**config.mk**
```make
export PLATFORM = sky130hd
export DESIGN_NAME = lpc_port_regs
export DESIGN_NICKNAME = d
export VERILOG_FILES = /design/src/hdl/lpc_pkg.sv /design/src/hdl/lpc_serial_port.sv /design/src/hdl/lpc_port_regs.sv
export SDC_FILE = /design/constraint.sdc
export NUM_CORES = 1
export LEC_CHECK = 0
export BUFFER_PORTS_ARGS = -buffer_cell sky130_fd_sc_hd__buf_4
export CAP_MARGIN = 25
export CORE_ASPECT_RATIO = 0.75
export CORE_MARGIN = 2
export CORE_UTILIZATION = 55
export DETAILED_ROUTE_END_ITERATION = 6
export PLACE_DENSITY = 0.73
export SLEW_MARGIN = 20
export SYNTH_ARGS = -nofsm -noshare
export SYNTH_HDL_FRONTEND = slang
export SYNTH_SLANG_ARGS = --single-unit
```
**constraint.sdc**
```tcl
create_clock -name clk -period 2.1 [get_ports clk]
set_clock_uncertainty 0.05 [all_clocks]
set_input_delay 0.525 -clock clk [delete_from_list [all_inputs] [get_ports clk]]
set_output_delay 0.525 -clock clk [all_outputs]
set_load 0.005 [all_outputs]
```
**src/hdl/lpc_pkg.sv**
```systemverilog
// constants, encodings and state types for the line port control and status registers
// assumes one 250 MHz clock and a synchronous, active-high reset shared by all users

package lpc_pkg;

  // ----------------------------------------------------------------
  // addressing
  // ----------------------------------------------------------------
  localparam logic [3:0] PORT_ADDR = 4'h1;
  localparam logic [2:0] SUB_SIGNAL_CONTROL = 3'h1;
  localparam logic [2:0] SUB_TX_ADV_ONE = 3'h2;
  localparam logic [2:0] SUB_TX_ADV_ZERO = 3'h3;
  localparam logic [2:0] SUB_RESERVED_FOUR = 3'h4;
  localparam logic [2:0] SUB_STATUS = 3'h5;
  localparam logic [2:0] SUB_TX_GAIN = 3'h6;
  localparam logic [2:0] SUB_TEST = 3'h7;
  localparam int ADDR_PORT_HI = 7;
  localparam int ADDR_PORT_LO = 4;
  localparam int ADDR_SUB_HI = 3;
  localparam int ADDR_SUB_LO = 1;
  localparam int ADDR_READ_BIT = 0;

  // ----------------------------------------------------------------
  // field positions
  // ----------------------------------------------------------------
  localparam int TX_INV_BIT = 7;
  localparam int RX_INV_BIT = 6;
  localparam int LOS_OVR_BIT = 5;
  localparam int REMOTE_LB_BIT = 4;
  localparam int LOCAL_LB_BIT = 3;
  localparam int FIFO_RST_BIT = 0;
  localparam int TX_EQ_BIT = 0;
  localparam int BOOST_HI = 2;
  localparam int BOOST_LO = 1;
  localparam int FULL_LB_BIT = 0;
  localparam int RX_LOST_BIT = 4;
  localparam int TX_LOST_BIT = 1;
  localparam int FIFO_ERR_BIT = 0;

  // ----------------------------------------------------------------
  // reset values and codes
  // ----------------------------------------------------------------
  localparam logic [7:0] SIGNAL_CONTROL_RST = 8'h00;
  localparam logic [7:0] TX_ADV_ONE_RST = 8'h00;
  localparam logic [7:0] TX_ADV_ZERO_RST = 8'ha8;
  localparam logic [7:0] RESERVED_FOUR_RST = 8'h80;
  localparam logic [7:0] ZERO_BYTE = 8'h00;
  localparam logic [1:0] BOOST_NOMINAL = 2'h0;
  localparam logic [1:0] BOOST_FIVE = 2'h1;
  localparam logic [1:0] BOOST_RESERVED = 2'h2;
  localparam logic [1:0] BOOST_TEN = 2'h3;

  // ----------------------------------------------------------------
  // timing
  // ----------------------------------------------------------------
  localparam int CLK_PERIOD_NS = 4;
  localparam int LOS_DETECT_NS = 400;
  localparam int LOS_DETECT_CYCLES = (LOS_DETECT_NS + CLK_PERIOD_NS - 1) / CLK_PERIOD_NS;
  localparam int LOS_CNT_W = 8;
  localparam logic [LOS_CNT_W-1:0] LOS_CNT_LIMIT = LOS_CNT_W'(LOS_DETECT_CYCLES);
  localparam logic [2:0] LAST_BIT = 3'h7;

  // ----------------------------------------------------------------
  // serial port states, gray along idle, address, load, data
  // ----------------------------------------------------------------
  typedef enum logic [1:0] {
    SER_IDLE = 2'b00,
    SER_ADDR = 2'b01,
    SER_LOAD = 2'b11,
    SER_DATA = 2'b10
  } lpc_ser_state_t;

endpackage

```
**src/hdl/lpc_serial_port.sv**
```systemverilog
// four-wire serial port slave: address byte then one data byte, msb first
// assumes pins are asynchronous to clk and sck is far slower than clk

`timescale 1ns/100ps

module lpc_serial_port (
  input wire logic clk,
  input wire logic sys_rst,
  input wire logic ser_cs_n,
  input wire logic ser_sck,
  input wire logic ser_sdi,
  input wire logic [7:0] rd_data,
  input wire logic rd_enable,
  output logic ser_sdo,
  output logic ser_sdo_oe_n,
  output logic [7:0] addr_byte,
  output logic [7:0] wr_data,
  output logic wr_stb,
  output logic rd_stb
);

  // ----------------------------------------------------------------
  // pin synchronisers
  // ----------------------------------------------------------------
  logic [2:0] pin_meta_r, pin_sync_r;
  logic sck_d_r;
  logic cs_act, sck_s, sdi_s, rise, fall;

  always_ff @(posedge clk) begin
    if (sys_rst) begin
      pin_meta_r <= 3'h1;
      pin_sync_r <= 3'h1;
      sck_d_r <= 1'b0;
    end else begin
      pin_meta_r <= {ser_sdi, ser_sck, ser_cs_n};
      pin_sync_r <= pin_meta_r;
      sck_d_r <= pin_sync_r[1];
    end
  end

  assign cs_act = ~pin_sync_r[0];
  assign sck_s = pin_sync_r[1];
  assign sdi_s = pin_sync_r[2];
  assign rise = sck_s & ~sck_d_r;
  assign fall = ~sck_s & sck_d_r;

  // ----------------------------------------------------------------
  // shifter and sequence
  // ----------------------------------------------------------------
  lpc_pkg::lpc_ser_state_t state_r, state_nxt;
  logic [2:0] cnt_r, cnt_nxt;
  logic [7:0] shift_r, shift_nxt, addr_r, addr_nxt, wdat_r, wdat_nxt;
  logic wr_r, wr_nxt, rd_r, rd_nxt, sdo_r, sdo_nxt, oe_n_r, oe_n_nxt;

  always_comb begin
    state_nxt = state_r;
    cnt_nxt = cnt_r;
    shift_nxt = shift_r;
    addr_nxt = addr_r;
    wdat_nxt = wdat_r;
    wr_nxt = 1'b0;
    rd_nxt = 1'b0;
    sdo_nxt = sdo_r;
    oe_n_nxt = oe_n_r;
    if (!cs_act) begin
      state_nxt = lpc_pkg::SER_IDLE;
      cnt_nxt = 3'h0;
      oe_n_nxt = 1'b1;
      sdo_nxt = 1'b0;
    end else begin
      case (state_r)
        lpc_pkg::SER_IDLE: begin
          state_nxt = lpc_pkg::SER_ADDR;
          cnt_nxt = 3'h0;
        end
        lpc_pkg::SER_ADDR: begin
          if (rise) begin
            shift_nxt = {shift_r[6:0], sdi_s};
            cnt_nxt = cnt_r + 3'h1;
            if (cnt_r == lpc_pkg::LAST_BIT) begin
              addr_nxt = {shift_r[6:0], sdi_s};
              // strobe spans the snapshot cycle so no flag event slips between
              rd_nxt = sdi_s;
              state_nxt = lpc_pkg::SER_LOAD;
            end
          end
        end
        lpc_pkg::SER_LOAD: begin
          // read data is captured here, one cycle after the address settles
          shift_nxt = rd_data;
          oe_n_nxt = ~(addr_r[lpc_pkg::ADDR_READ_BIT] & rd_enable);
          cnt_nxt = 3'h0;
          state_nxt = lpc_pkg::SER_DATA;
        end
        lpc_pkg::SER_DATA: begin
          if (addr_r[lpc_pkg::ADDR_READ_BIT]) begin
            if (fall) begin
              sdo_nxt = shift_r[7];
              shift_nxt = {shift_r[6:0], 1'b0};
            end
          end else if (rise) begin
            shift_nxt = {shift_r[6:0], sdi_s};
            cnt_nxt = cnt_r + 3'h1;
            if (cnt_r == lpc_pkg::LAST_BIT) begin
              wdat_nxt = {shift_r[6:0], sdi_s};
              wr_nxt = 1'b1;
              state_nxt = lpc_pkg::SER_ADDR;
            end
          end
        end
        default: begin
          state_nxt = lpc_pkg::SER_IDLE;
        end
      endcase
    end
  end

  always_ff @(posedge clk) begin
    if (sys_rst) begin
      state_r <= lpc_pkg::SER_IDLE;
      cnt_r <= 3'h0;
      shift_r <= 8'h00;
      addr_r <= 8'h00;
      wdat_r <= 8'h00;
      wr_r <= 1'b0;
      rd_r <= 1'b0;
      sdo_r <= 1'b0;
      oe_n_r <= 1'b1;
    end else begin
      state_r <= state_nxt;
      cnt_r <= cnt_nxt;
      shift_r <= shift_nxt;
      addr_r <= addr_nxt;
      wdat_r <= wdat_nxt;
      wr_r <= wr_nxt;
      rd_r <= rd_nxt;
      sdo_r <= sdo_nxt;
      oe_n_r <= oe_n_nxt;
    end
  end

  assign ser_sdo = sdo_r;
  assign ser_sdo_oe_n = oe_n_r;
  assign addr_byte = addr_r;
  assign wr_data = wdat_r;
  assign wr_stb = wr_r;
  assign rd_stb = rd_r;

endmodule

```
**src/hdl/lpc_port_regs.sv**
```systemverilog
// port control and status registers with the digital line path steering they drive
// assumes line data bits come from recovery logic on clk; status conditions come
// from analog detectors and are synchronised here

`timescale 1ns/100ps

module lpc_port_regs (
  input wire logic clk,
  input wire logic sys_rst,
  input wire logic soft_register_reset,
  input wire logic ser_cs_n,
  input wire logic ser_sck,
  input wire logic ser_sdi,
  output logic ser_sdo,
  output logic ser_sdo_oe_n,
  input wire logic tx_serial_data_inputs,
  input wire logic rx_line_inputs,
  input wire logic rx_recovered_data,
  input wire logic rx_signal_absent,
  input wire logic tx_input_absent,
  input wire logic fifo_depth_error,
  output logic tx_line_outputs,
  output logic rx_decoder_input,
  output logic tx_recovery_input,
  output logic loss_indicator_output,
  output logic fifo_pointer_reset,
  output logic tx_input_equalizer_enable,
  output logic [1:0] tx_amplitude_boost,
  output logic full_digital_loopback
);

  // ----------------------------------------------------------------
  // status condition synchronisers
  // ----------------------------------------------------------------
  logic [2:0] cond_raw, cond_s;
  assign cond_raw = {fifo_depth_error, tx_input_absent, rx_signal_absent};

  genvar gi;
  generate
    for (gi = 0; gi < 3; gi++) begin : g_sync
      logic meta_r, sync_r;
      always_ff @(posedge clk) begin
        if (sys_rst) begin
          meta_r <= 1'b0;
          sync_r <= 1'b0;
        end else begin
          meta_r <= cond_raw[gi];
          sync_r <= meta_r;
        end
      end
      assign cond_s[gi] = sync_r;
    end
  endgenerate

  logic rx_absent_s, tx_absent_s, fifo_depth_error_flag_s;
  assign rx_absent_s = cond_s[0];
  assign tx_absent_s = cond_s[1];
  assign fifo_depth_error_flag_s = cond_s[2];

  // ----------------------------------------------------------------
  // serial port
  // ----------------------------------------------------------------
  logic [7:0] addr_byte, wr_data, rd_data;
  logic wr_stb, rd_stb, port_hit, rd_enable;
  logic [2:0] sub;

  assign sub = addr_byte[lpc_pkg::ADDR_SUB_HI:lpc_pkg::ADDR_SUB_LO];
  // global and higher port numbers belong elsewhere or are invalid
  assign port_hit = (addr_byte[lpc_pkg::ADDR_PORT_HI:lpc_pkg::ADDR_PORT_LO]
                     == lpc_pkg::PORT_ADDR);
  // sub-address 0 is the mode register, held outside this block
  assign rd_enable = port_hit && (sub != 3'h0);

  lpc_serial_port u_serial (
    .clk(clk),
    .sys_rst(sys_rst),
    .ser_cs_n(ser_cs_n),
    .ser_sck(ser_sck),
    .ser_sdi(ser_sdi),
    .rd_data(rd_data),
    .rd_enable(rd_enable),
    .ser_sdo(ser_sdo),
    .ser_sdo_oe_n(ser_sdo_oe_n),
    .addr_byte(addr_byte),
    .wr_data(wr_data),
    .wr_stb(wr_stb),
    .rd_stb(rd_stb)
  );

  // ----------------------------------------------------------------
  // control registers
  // ----------------------------------------------------------------
  logic [7:0] sig_ctl_r, sig_ctl_nxt;
  logic [7:0] adv_one_r, adv_one_nxt;
  logic [7:0] adv_zero_r, adv_zero_nxt;
  logic [7:0] rsv_four_r, rsv_four_nxt;
  logic wr_ok;

  assign wr_ok = wr_stb && port_hit;

  always_comb begin
    sig_ctl_nxt = sig_ctl_r;
    adv_one_nxt = adv_one_r;
    adv_zero_nxt = adv_zero_r;
    rsv_four_nxt = rsv_four_r;
    if (soft_register_reset) begin
      sig_ctl_nxt = lpc_pkg::SIGNAL_CONTROL_RST;
      adv_one_nxt = lpc_pkg::TX_ADV_ONE_RST;
      adv_zero_nxt = lpc_pkg::TX_ADV_ZERO_RST;
      rsv_four_nxt = lpc_pkg::RESERVED_FOUR_RST;
    end else if (wr_ok) begin
      case (sub)
        lpc_pkg::SUB_SIGNAL_CONTROL: sig_ctl_nxt = wr_data;
        lpc_pkg::SUB_TX_ADV_ONE: adv_one_nxt = wr_data;
        lpc_pkg::SUB_TX_ADV_ZERO: adv_zero_nxt = wr_data;
        lpc_pkg::SUB_RESERVED_FOUR: rsv_four_nxt = wr_data;
        // status is cleared by reading; 6 and 7 hold nothing to write
        default: begin
        end
      endcase
    end
  end

  always_ff @(posedge clk) begin
    if (sys_rst) begin
      sig_ctl_r <= lpc_pkg::SIGNAL_CONTROL_RST;
      adv_one_r <= lpc_pkg::TX_ADV_ONE_RST;
      adv_zero_r <= lpc_pkg::TX_ADV_ZERO_RST;
      rsv_four_r <= lpc_pkg::RESERVED_FOUR_RST;
    end else begin
      sig_ctl_r <= sig_ctl_nxt;
      adv_one_r <= adv_one_nxt;
      adv_zero_r <= adv_zero_nxt;
      rsv_four_r <= rsv_four_nxt;
    end
  end

  logic tx_inv, rx_inv, los_ovr, remote_lb, local_lb, fifo_rst, full_lb;
  assign tx_inv = sig_ctl_r[lpc_pkg::TX_INV_BIT];
  assign rx_inv = sig_ctl_r[lpc_pkg::RX_INV_BIT];
  assign los_ovr = sig_ctl_r[lpc_pkg::LOS_OVR_BIT];
  assign remote_lb = sig_ctl_r[lpc_pkg::REMOTE_LB_BIT];
  assign local_lb = sig_ctl_r[lpc_pkg::LOCAL_LB_BIT];
  assign fifo_rst = sig_ctl_r[lpc_pkg::FIFO_RST_BIT];
  assign full_lb = adv_zero_r[lpc_pkg::FULL_LB_BIT];

  // ----------------------------------------------------------------
  // loss of signal counter and indicator
  // ----------------------------------------------------------------
  logic [lpc_pkg::LOS_CNT_W-1:0] los_cnt_r, los_cnt_nxt;
  logic los_r, los_nxt;

  always_comb begin
    los_cnt_nxt = los_cnt_r;
    los_nxt = los_r;
    if (los_ovr || soft_register_reset) begin
      los_cnt_nxt = '0;
      los_nxt = 1'b0;
    end else if (!rx_absent_s) begin
      los_cnt_nxt = '0;
      los_nxt = 1'b0;
    end else if (los_cnt_r < lpc_pkg::LOS_CNT_LIMIT) begin
      // a short dropout must last the full window before it counts as loss
      los_cnt_nxt = los_cnt_r + 1'b1;
    end else begin
      los_nxt = 1'b1;
    end
  end

  always_ff @(posedge clk) begin
    if (sys_rst) begin
      los_cnt_r <= '0;
      los_r <= 1'b0;
    end else begin
      los_cnt_r <= los_cnt_nxt;
      los_r <= los_nxt;
    end
  end

  // ----------------------------------------------------------------
  // latched status flags
  // ----------------------------------------------------------------
  logic rx_lost_r, rx_lost_nxt, tx_lost_r, tx_lost_nxt, fifo_depth_error_flag_r, fifo_depth_error_flag_nxt;
  logic stat_rd;

  assign stat_rd = rd_stb && port_hit && (sub == lpc_pkg::SUB_STATUS);

  always_comb begin
    rx_lost_nxt = rx_lost_r;
    tx_lost_nxt = tx_lost_r;
    fifo_depth_error_flag_nxt = fifo_depth_error_flag_r;
    // a read clears, but a condition present in the same cycle sets again
    if (stat_rd || soft_register_reset) begin
      rx_lost_nxt = 1'b0;
      tx_lost_nxt = 1'b0;
      fifo_depth_error_flag_nxt = 1'b0;
    end
    if (los_r) begin
      rx_lost_nxt = 1'b1;
    end
    if (tx_absent_s) begin
      tx_lost_nxt = 1'b1;
    end
    if (fifo_depth_error_flag_s) begin
      fifo_depth_error_flag_nxt = 1'b1;
    end
    // pointer reset clears the phase error even against a live error
    if (fifo_rst) begin
      fifo_depth_error_flag_nxt = 1'b0;
    end
  end

  always_ff @(posedge clk) begin
    if (sys_rst) begin
      rx_lost_r <= 1'b0;
      tx_lost_r <= 1'b0;
      fifo_depth_error_flag_r <= 1'b0;
    end else begin
      rx_lost_r <= rx_lost_nxt;
      tx_lost_r <= tx_lost_nxt;
      fifo_depth_error_flag_r <= fifo_depth_error_flag_nxt;
    end
  end

  // ----------------------------------------------------------------
  // read data
  // ----------------------------------------------------------------
  always_comb begin
    rd_data = lpc_pkg::ZERO_BYTE;
    case (sub)
      lpc_pkg::SUB_SIGNAL_CONTROL: rd_data = sig_ctl_r;
      lpc_pkg::SUB_TX_ADV_ONE: rd_data = adv_one_r;
      lpc_pkg::SUB_TX_ADV_ZERO: rd_data = adv_zero_r;
      lpc_pkg::SUB_RESERVED_FOUR: rd_data = rsv_four_r;
      lpc_pkg::SUB_STATUS: begin
        rd_data[lpc_pkg::RX_LOST_BIT] = rx_lost_r;
        rd_data[lpc_pkg::TX_LOST_BIT] = tx_lost_r;
        rd_data[lpc_pkg::FIFO_ERR_BIT] = fifo_depth_error_flag_r;
      end
      lpc_pkg::SUB_TX_GAIN: rd_data = lpc_pkg::ZERO_BYTE;
      lpc_pkg::SUB_TEST: rd_data = lpc_pkg::ZERO_BYTE;
      default: rd_data = lpc_pkg::ZERO_BYTE;
    endcase
  end

  // ----------------------------------------------------------------
  // line path steering and control outputs
  // ----------------------------------------------------------------
  logic tx_out_r, tx_out_nxt, rx_dec_r, rx_dec_nxt, tx_cru_r, tx_cru_nxt;
  logic [1:0] boost_r, boost_nxt;
  logic fifo_rst_r, eq_r, full_lb_r;

  always_comb begin
    // the remote path bypasses tx data only when local loopback is off
    if (remote_lb && !local_lb) begin
      tx_out_nxt = rx_recovered_data ^ tx_inv;
    end else begin
      tx_out_nxt = tx_serial_data_inputs ^ tx_inv;
    end
    if (local_lb) begin
      rx_dec_nxt = tx_serial_data_inputs;
    end else begin
      rx_dec_nxt = rx_line_inputs ^ rx_inv;
    end
    // full loopback is legal only in plesiochronous or loop timing
    tx_cru_nxt = full_lb ? rx_recovered_data : tx_serial_data_inputs;
    case (adv_zero_r[lpc_pkg::BOOST_HI:lpc_pkg::BOOST_LO])
      lpc_pkg::BOOST_FIVE: boost_nxt = lpc_pkg::BOOST_FIVE;
      lpc_pkg::BOOST_TEN: boost_nxt = lpc_pkg::BOOST_TEN;
      // reserved code falls back to nominal so the driver never sees it
      default: boost_nxt = lpc_pkg::BOOST_NOMINAL;
    endcase
  end

  always_ff @(posedge clk) begin
    if (sys_rst) begin
      tx_out_r <= 1'b0;
      rx_dec_r <= 1'b0;
      tx_cru_r <= 1'b0;
      boost_r <= lpc_pkg::BOOST_NOMINAL;
      fifo_rst_r <= 1'b0;
      eq_r <= 1'b0;
      full_lb_r <= 1'b0;
    end else begin
      tx_out_r <= tx_out_nxt;
      rx_dec_r <= rx_dec_nxt;
      tx_cru_r <= tx_cru_nxt;
      boost_r <= boost_nxt;
      fifo_rst_r <= fifo_rst;
      eq_r <= adv_one_r[lpc_pkg::TX_EQ_BIT];
      full_lb_r <= full_lb;
    end
  end

  assign tx_line_outputs = tx_out_r;
  assign rx_decoder_input = rx_dec_r;
  assign tx_recovery_input = tx_cru_r;
  assign loss_indicator_output = los_r;
  assign fifo_pointer_reset = fifo_rst_r;
  assign tx_input_equalizer_enable = eq_r;
  assign tx_amplitude_boost = boost_r;
  assign full_digital_loopback = full_lb_r;

endmodule

```
== Word-level counts from Yosys, hierarchy flattened ==
Index checks and enable logic that the tools add are counted.
Cells by class
  reduce and logical (&&, ||, !) cells: 30
  muxes and demuxes: 26
  bitwise logic cells: 16
  add/subtract/negate cells: 2
  eq/ne operators: 18
  order comparisons: 1
Operators with widths (count)
  8-bit 2-to-1 mux: 3
  8-bit one-hot mux with 3 select lines: 1
  2-bit one-hot mux with 4 select lines: 2
  3-bit one-hot mux with 4 select lines: 1
  2-bit 2-to-1 mux: 5
  1-bit NOT: 10
  2-bit one-hot mux with 5 select lines: 1
  5-bit AND reduction: 2
  5-bit OR reduction: 2
  3-bit == test (second input constant): 3
  3-bit one-hot mux with 3 select lines: 1
  8-bit by 1-bit adder with 8-bit output (second input constant): 1
  8-bit by 7-bit < comparator with 1-bit output (second input constant): 1
  1-bit 2-to-1 mux: 8
  2-bit by 1-bit inequality test with 1-bit output (second input constant): 4
  2-bit AND reduction: 4
  2-bit OR reduction: 4
  2-bit == test (second input constant): 3
  3-bit by 2-bit == test with 1-bit output (second input constant): 2
  3-bit 2-to-1 mux: 2
  3-bit AND reduction: 2
  2-bit nonzero test: 3
  3-bit nonzero test: 2
  1-bit logical AND: 5
  15 further kinds: 21
Word-level totals
  bits in registers: 98
  input port bits: 12
  word-level logic and storage cells: 127

== Longest topological paths before layout ==
Gate-level depths: netlist (run 1).
  depth after elaboration: 6
  depth in mapped cells: 7
  gate-level depth less buffers: 6

== Cells and area by module ==
From an unflattened synthesis (run 1), not the netlist that was laid out.
Second synthesis, totals
  cell total of the unflattened synthesis: 436
  area, all modules: 4230.3 um^2
Modules (own cells, without submodules)
  lpc_port_regs: area each 2516.2 um^2, instances 1, sequential area each 1161.1 um^2, cells an instance 265
  lpc_serial_port: area each 1714.1 um^2, instances 1, sequential area each 800.8 um^2, cells an instance 171

== Worst setup path after synthesis (run 1) ==
No wires, ideal clock.
  path type: register -> register
  from: reg u_serial.state_r[0]
  to: reg u_serial.shift_r[1]
  slack: 348 ps
  period minus slack after synthesis: 1752 ps
  buffers on the path: 0
  cell stages (with the launch flop): 7
  data required time: 1990 ps
  arrival time: 1642 ps
  cell sequence: dfxtp_1 -> inv_1 -> ha_1 -> mux2i_1 -> or2b_1 -> a21oi_1 -> a221o_1
On the way
  cells in the longest elaborated chain, start to end: 3
  elaborated cells between the ends (all ways): 7
  classes of those cells: eq/ne (4); mux (1); reduce/logical (2)
RTL lines
  start: declaration: RTL line lpc_serial_port.sv:50  | lpc_pkg::lpc_ser_state_t state_r, state_nxt;
  start signal: assignment: RTL line lpc_serial_port.sv:120  | state_r <= lpc_pkg::SER_IDLE;
  start signal: assignment: RTL line lpc_serial_port.sv:130  | state_r <= state_nxt;
  2-bit == test or 2-bit by 1-bit == test with 1-bit output (tied branches): RTL line lpc_serial_port.sv:71  | case (state_r)
  3-bit by 2-bit inequality test with 1-bit output (no source line) or 3-bit nonzero test (tied branches)
  3-bit AND reduction (no source line)
  end signal: assignment: RTL line lpc_serial_port.sv:132  | shift_r <= shift_nxt;
  end: declaration: RTL line lpc_serial_port.sv:52  | logic [7:0] shift_r, shift_nxt, addr_r, addr_nxt, wdat_r, wdat_nxt;
Parallel ways exist; a longest one is shown, timed or not.
A chain may end at the register's enable or synchronous reset.

== Final worst setup path (run 1) ==
  from: reg u_serial.state_r[0]
  to: reg u_serial.shift_r[5]
Same word-level chain as after synthesis.

==> results of run 1 <==
==> layout by cell type (no fill, tap or decap), types with 3 or more instances in the layout <==
master / netlist / layout
nor2_1: 66 / 66
nand3b_1: 16 / 16
nor3_1: 4 / 4
o21a_1: 3 / 3
dfxtp_1: 98 / 98
a221o_1: 10 / 10
a211oi_1: 5 / 5
nand4_1: 3 / 3
o21ai_0: 3 / 3
buf_4: 0 / 37
ha_1: 8 / 8
a21o_1: 5 / 5
clkbuf_8: 0 / 10
mux2_2: 6 / 6
nand2_1: 16 / 16
xnor2_1: 4 / 4
or2_2: 3 / 3
nor2b_1: 23 / 23
or3_1: 3 / 3
inv_1: 6 / 6
o211ai_1: 5 / 5
a21oi_1: 13 / 12
mux2i_1: 56 / 56
==> sequential cells by signal, summed over array words and instances (netlist names), 8 cells and up <==
name / cells
los_cnt_r: 8
adv_one_r: 8
sig_ctl_r: 8
adv_zero_r: 8
u_serial.addr_byte: 8
u_serial.wr_data: 8
u_serial.shift_r: 8
rsv_four_r: 8
==> final cells by class <==
type / instances / share of cell area, %
well taps: 101 / 2.71
multi-input cells: 283 / 43.4
flip-flops and latches: 98 / 42.1
inverters: 6 / 0.483
clock buffers: 10 / 2.95
clock inverters: 6 / 1.56
repair buffers: 39 / 6.82
==> per-layer routing <==
| layer | up-vias | global-route usage [%] |
|---|---|---|
| li1 | 1492 | - |
| met1 | 1471 | 31.4 |
| met2 | 70 | 35.6 |
| met3 | 16 | 6.65 |
| met4 | 0 | 7.70 |
| met5 | - | 0 |
==> stage by stage <==
stage / area [sq um] / hold slack [ps]
2_1_floorplan: 4090 / 339
3_3_place_gp: 4440 / 349
3_5_place_dp: 4440 / 347
4_1_cts: 4650 / 271
5_1_grt: 4660 / 270
6_report: 4660 / 281
==> cell families after synthesis <==
kind of cell,Yosys count,share of synthesized area [%]
AND/OR/NAND/NOR,154,20.2
flip-flops,98,47.9
multiplexers,62,15.3
AO/OA/AOI/OAI,53,10.0
buffers and inverters,27,2.81
adder cells (fa/ha/maj),8,2.45
XOR/XNOR,6,1.28
==> critical path, cell delays in order, from the launching register on <==
cell and delay, ps:
dfxtp_1 450, inv_1 120, ha_1 310, nand2_2 150, o211ai_1 120, buf_4 180
a211oi_1 390, a221o_1 170
==> path summary, 6_finish.rpt <==
path | from | to | slack, ps | depth (start not counted)
max reg2reg | u_serial.state_r[0] | u_serial.shift_r[5] | 120 | 7
min | ser_cs_n | u_serial.pin_meta_r[0] | 280 | 2
min reg2reg | u_serial.pin_meta_r[0] | u_serial.pin_sync_r[0] | 380 | 1
max | u_serial.state_r[0] | u_serial.shift_r[5] | 120 | 7
==> report_power, final <==
group / total, W / switching [W] / internal (W)
Clock: 0.00127 / 0.000668 / 0.000600
Sequential: 0.00188 / 0.00000782 / 0.00187
Combinational: 0.0000923 / 0.0000500 / 0.0000422
Total: 0.00324 / 0.000726 / 0.00252
==> flow_summary.json, run 1 <==
{
  "met3_length_microns": 468,
  "worstPathMaxFanout": 6,
  "critPathKind": "flop to flop",
  "clk_pin_slew_ps": 100,
  "fillers": 609,
  "crit_required_ps": 2370,
  "place_congestion": 0.834,
  "nets": 457,
  "syn_inst": 408,
  "status": "finished, final reports clean",
  "synthToLayoutAreaGrowth_pct": 13.9,
  "cts_resized": 0,
  "synth_nets": 428,
  "fin_ws_ps": 125,
  "crit_arrival_ps": 2240,
  "diodes": 0,
  "routed.top_layer": "met4",
  "std_cell_rows": 27,
  "wl_microns": 8900,
  "clk-insertion-delay-late_ps": 370,
  "dp_cells": 527,
  "ant_nets": 0,
  "drive_gt1_share_pct": 16.7,
  "initial_core_util_pct": 56.3,
  "clock.fmax_ghz": 0.506,
  "async_flop_share_pct": 0,
  "start_kind": "flop",
  "num_vias": 3049,
  "grtUsageTotal_pct": 23.1,
  "power_density_nw_per_um2": 695,
  "antenna_found_initial": 0,
  "met1_length_microns": 4250,
  "drtIter0Drc": 169,
  "avgRoutedWirePerCell_microns": 16.4,
  "hold_buffers": 0,
  "slew_violations": 0,
  "grt_max_degree": 25,
  "die_h_microns": 78.7,
  "boundaryPins": 23,
  "min_path_type": "primary input to flop",
  "grt_overflow": 0,
  "ir_drop_mv": 0.439,
  "synth_top_area_share_pct": 47.9,
  "dieWidth_microns": 104,
  "p_leak_nw": 2.08,
  "synth_top_cell_by_area": "dfxtp_1",
  "hold_viol_final": 0,
  "syn_avg_cell_area_sq_um": 10.0,
  "yosysMostFrequentCell": "dfxtp_1",
  "instances_no_fill": 543,
  "cts_tree": "done",
  "synth-edff-count": 0,
  "period_minus_slack_ps": 1980,
  "tightestPinTransition_ps": 590,
  "seq_area_sq_um": 1960,
  "post_cts_buffers": 0,
  "critPathCaptureType": "flop",
  "synthTopCellsByCount": "dfxtp_1 (98), nor2_1 (66), mux2i_1 (56), nor2b_1 (23)",
  "grt_pass1_vias": 2922,
  "cts_max_path_buffers": 2,
  "drv_cap": 0,
  "period_share_pct": 94.0,
  "multi_input_area_sq_um": 2020,
  "synth_flop_cell": "dfxtp_1",
  "synth_area_leaders": "dfxtp_1 (48%), mux2i_1 (14%), nor2_1 (6.1%)",
  "cts.sinks": 98,
  "maxSlewHeadroom_pct": 60.6,
  "yosysWarnings": 0,
  "dieArea_sq_um": 8150,
  "ys_seq_area_share_pct": 47.9,
  "viasPerCell": 5.62,
  "dp_hpwl_microns": 6360,
  "cts_made_buffers": 9,
  "grt_pass1_wl_microns": 14700,
  "syn_area_sq_um": 4090,
  "dr.pass1.iters": 4,
  "synth_cell_types": 49,
  "place_ws_ps": 90.4,
  "route.detailed.drc": 0,
  "ys_seq_elements": 98,
  "rsz0062_at_grt": "no",
  "finalSetupViolCount": 0,
  "port_buffers": 22,
  "finalPower_w": 0.00324,
  "cts_root_buffer": "clkbuf_8",
  "core_area_sq_um": 7260,
  "wl_met2_microns": 3990,
  "finalSetupTns_ps": 0,
  "htreeDepth": 3,
  "fin_util_pct": 64.2
}
Note: power is estimated with default switching activity, not from simulation.
==> run 2: changes to the inputs <==
- CORE_UTILIZATION: 55 -> 54
- PLACE_DENSITY: 0.73 -> 0.75
- clock period: 2.1 -> 1.81 ns (I/O delays scaled with it)
==> run 2 against run 1 <==
Against the previous run: the flow now finishes with violations (negative setup slack); combinational power grew 17%; clock-buffer cell count shrank 1; largest cell class unchanged; global-route usage shrank 0.79 points; power grew 12%; non-clock buffer count grew 18; setup slack lost 160 ps; critical path depth is the same; first-iteration DRC count shrank 14%; highest routed layer unchanged; critical endpoint is now u_serial.wr_data[5]; sequential share of layout area shrank 1.7 points; utilization grew 2.2 points; wire length grew 2.4%.
==> flow_summary.json, run 2 (synthesized netlist as in run 1, its figures left out) <==
{
  "rsz0062_at_grt": "yes",
  "hold_start": "ser_cs_n",
  "synthToLayoutAreaGrowth_pct": 19.0,
  "drtIter0Drc": 145,
  "crit_required_ps": 2020,
  "avgRoutedWirePerCell_microns": 16.2,
  "std_cell_rows": 27,
  "p_int_w": 0.00275,
  "fin_ws_ps": -31.6,
  "crit_arrival_ps": 2050,
  "combPwrFrac_pct": 3.0,
  "status": "finished with violations",
  "viasPerCell": 5.60,
  "dieArea_sq_um": 8300,
  "drv_cap": 0,
  "most-common-layout-cells": "dfxtp_1 (94), nor2_1 (65), mux2i_1 (55)",
  "grt_pass1_wl_microns": 14400,
  "port_buffers": 22,
  "switching_power_w": 0.000882,
  "fillers": 586,
  "clk-insertion-delay-late_ps": 380,
  "finalSetupViolCount": 4,
  "num_vias": 3140,
  "finalSetupTns_ps": -86.1,
  "maxSlewHeadroom_pct": 64.7,
  "cts_made_buffers": 9,
  "timing.rr.start": "u_serial.cnt_r[0]",
  "switching_share_pct": 24.3,
  "worstPathMaxFanout": 4,
  "cts.sinks": 98,
  "cts_tree": "done",
  "grtUsageTotal_pct": 22.3,
  "drive_gt1_share_pct": 23.3,
  "htreeDepth": 3,
  "final_common_cell": "dfxtp_1",
  "clk_pin_slew_ps": 100,
  "critPathCaptureType": "flop",
  "critPathKind": "flop to flop",
  "violations": "negative setup slack",
  "slew_violations": 0,
  "grt_pass1_vias": 2862,
  "hold_viol_final": 0,
  "clock.fmax_ghz": 0.543,
  "tightestPinTransition_ps": 530,
  "wl_microns": 9110,
  "cts_max_path_buffers": 2,
  "hold_buffers": 0,
  "p_clk_share_pct": 36.9,
  "initial_core_util_pct": 55.8,
  "critPathLaunch": "u_serial.cnt_r[0]",
  "dieWidth_microns": 105,
  "dp_hpwl_microns": 6180,
  "start_kind": "flop",
  "period_share_pct": 102,
  "dr.pass1.iters": 5,
  "seqPwrFrac_pct": 60.1,
  "boundaryPins": 23,
  "ir_drop_mv": 0.387,
  "period_minus_slack_ps": 1840,
  "grt_overflow": 0,
  "core_area_sq_um": 7330,
  "ant_nets": 0,
  "route.detailed.drc": 0,
  "place_congestion": 0.907,
  "min_path_type": "primary input to flop",
  "die_h_microns": 79.4,
  "p_leak_nw": 2.14,
  "cts_root_buffer": "clkbuf_8",
  "grt_max_degree": 29,
  "antenna_found_initial": 0,
  "nets": 475,
  "place_ws_ps": -149,
  "power_density_nw_per_um2": 746,
  "diodes": 0
}
==> run 2: cell count changes in the layout (fill, tap and decap cells not counted), moves of 3 or more <==
cell	delta
buf_4	+16
dfxtp_2	+4
ha_1	-3
dfxtp_1	-4
a211oi_1	-4
a211oi_2	+3
ha_4	+3
==> run 2: critical path, stage by stage, from the launching register on <==
cell and delay, ps:
dfxtp_2 380, ha_4 150, ha_4 110, nand3b_1 130, or4b_4 520, buf_2 190
mux2i_1 150, nor2_1 50
==> run 2: cell type report <==
cell class	instances	area, sq um	share of cell area, %
Clock inverter	7	61.3	1.26
Multi-Input combinational cell	283	2110	43.3
Sequential cell	98	1970	40.4
Clock buffer	9	124	2.54
Timing Repair Buffer	57	458	9.40
Tap cell	101	126	2.60
Inverter	6	22.5	0.462
==> run 2: worst paths after layout <==
path	end	slack, ps	depth (start not counted)
worst max-delay path	u_serial.wr_data[5]	-30	7
worst min-delay path	u_serial.pin_meta_r[0]	210	2
worst max register to register	u_serial.wr_data[5]	-30	7
worst min register to register	u_serial.pin_sync_r[0]	370	1
==> run 2: metrics by stage <==
stage	utilization [%]	cell area (sq um)	cells	total power, W	hold slack (ps)
final	66.4	4870	561	0.00363	212
after global routing	66.4	4870	561	0.00377	200
after CTS	64.8	4750	556	0.00367	197
after detailed placement	62.0	4540	540	0.00234	346
after global placement	62.0	4540	540	0.00233	346
after floorplan	-	4090	408	0.00229	339
==> run 2: timing repair <==
item	4_1_cts	5_1_grt
resized for setup	6	21
setup endpoints to repair	16	17
gates cloned	0	1
pin swaps	0	1
buffers inserted	0	4
==> run 2: layer usage <==
metal	wire length [microns]	vias up	global-route usage, %
met2	3970	95	34.4
met4	161	0	5.81
met1	4370	1501	30.6
met3	608	17	6.78
met5	0	-	0
li1	-	1527	-
==> run 2: power by group through the flow <==
stage | Sequential (W) | Combinational [W] | Clock (W)
detailed placement | 0.00223 | 0.000104 | 0
finish | 0.00218 | 0.000108 | 0.00134
global placement | 0.00223 | 0.000101 | 0
floorplan | 0.00223 | 0.0000576 | 0
CTS | 0.00218 | 0.000107 | 0.00138
global route | 0.00218 | 0.000118 | 0.00147
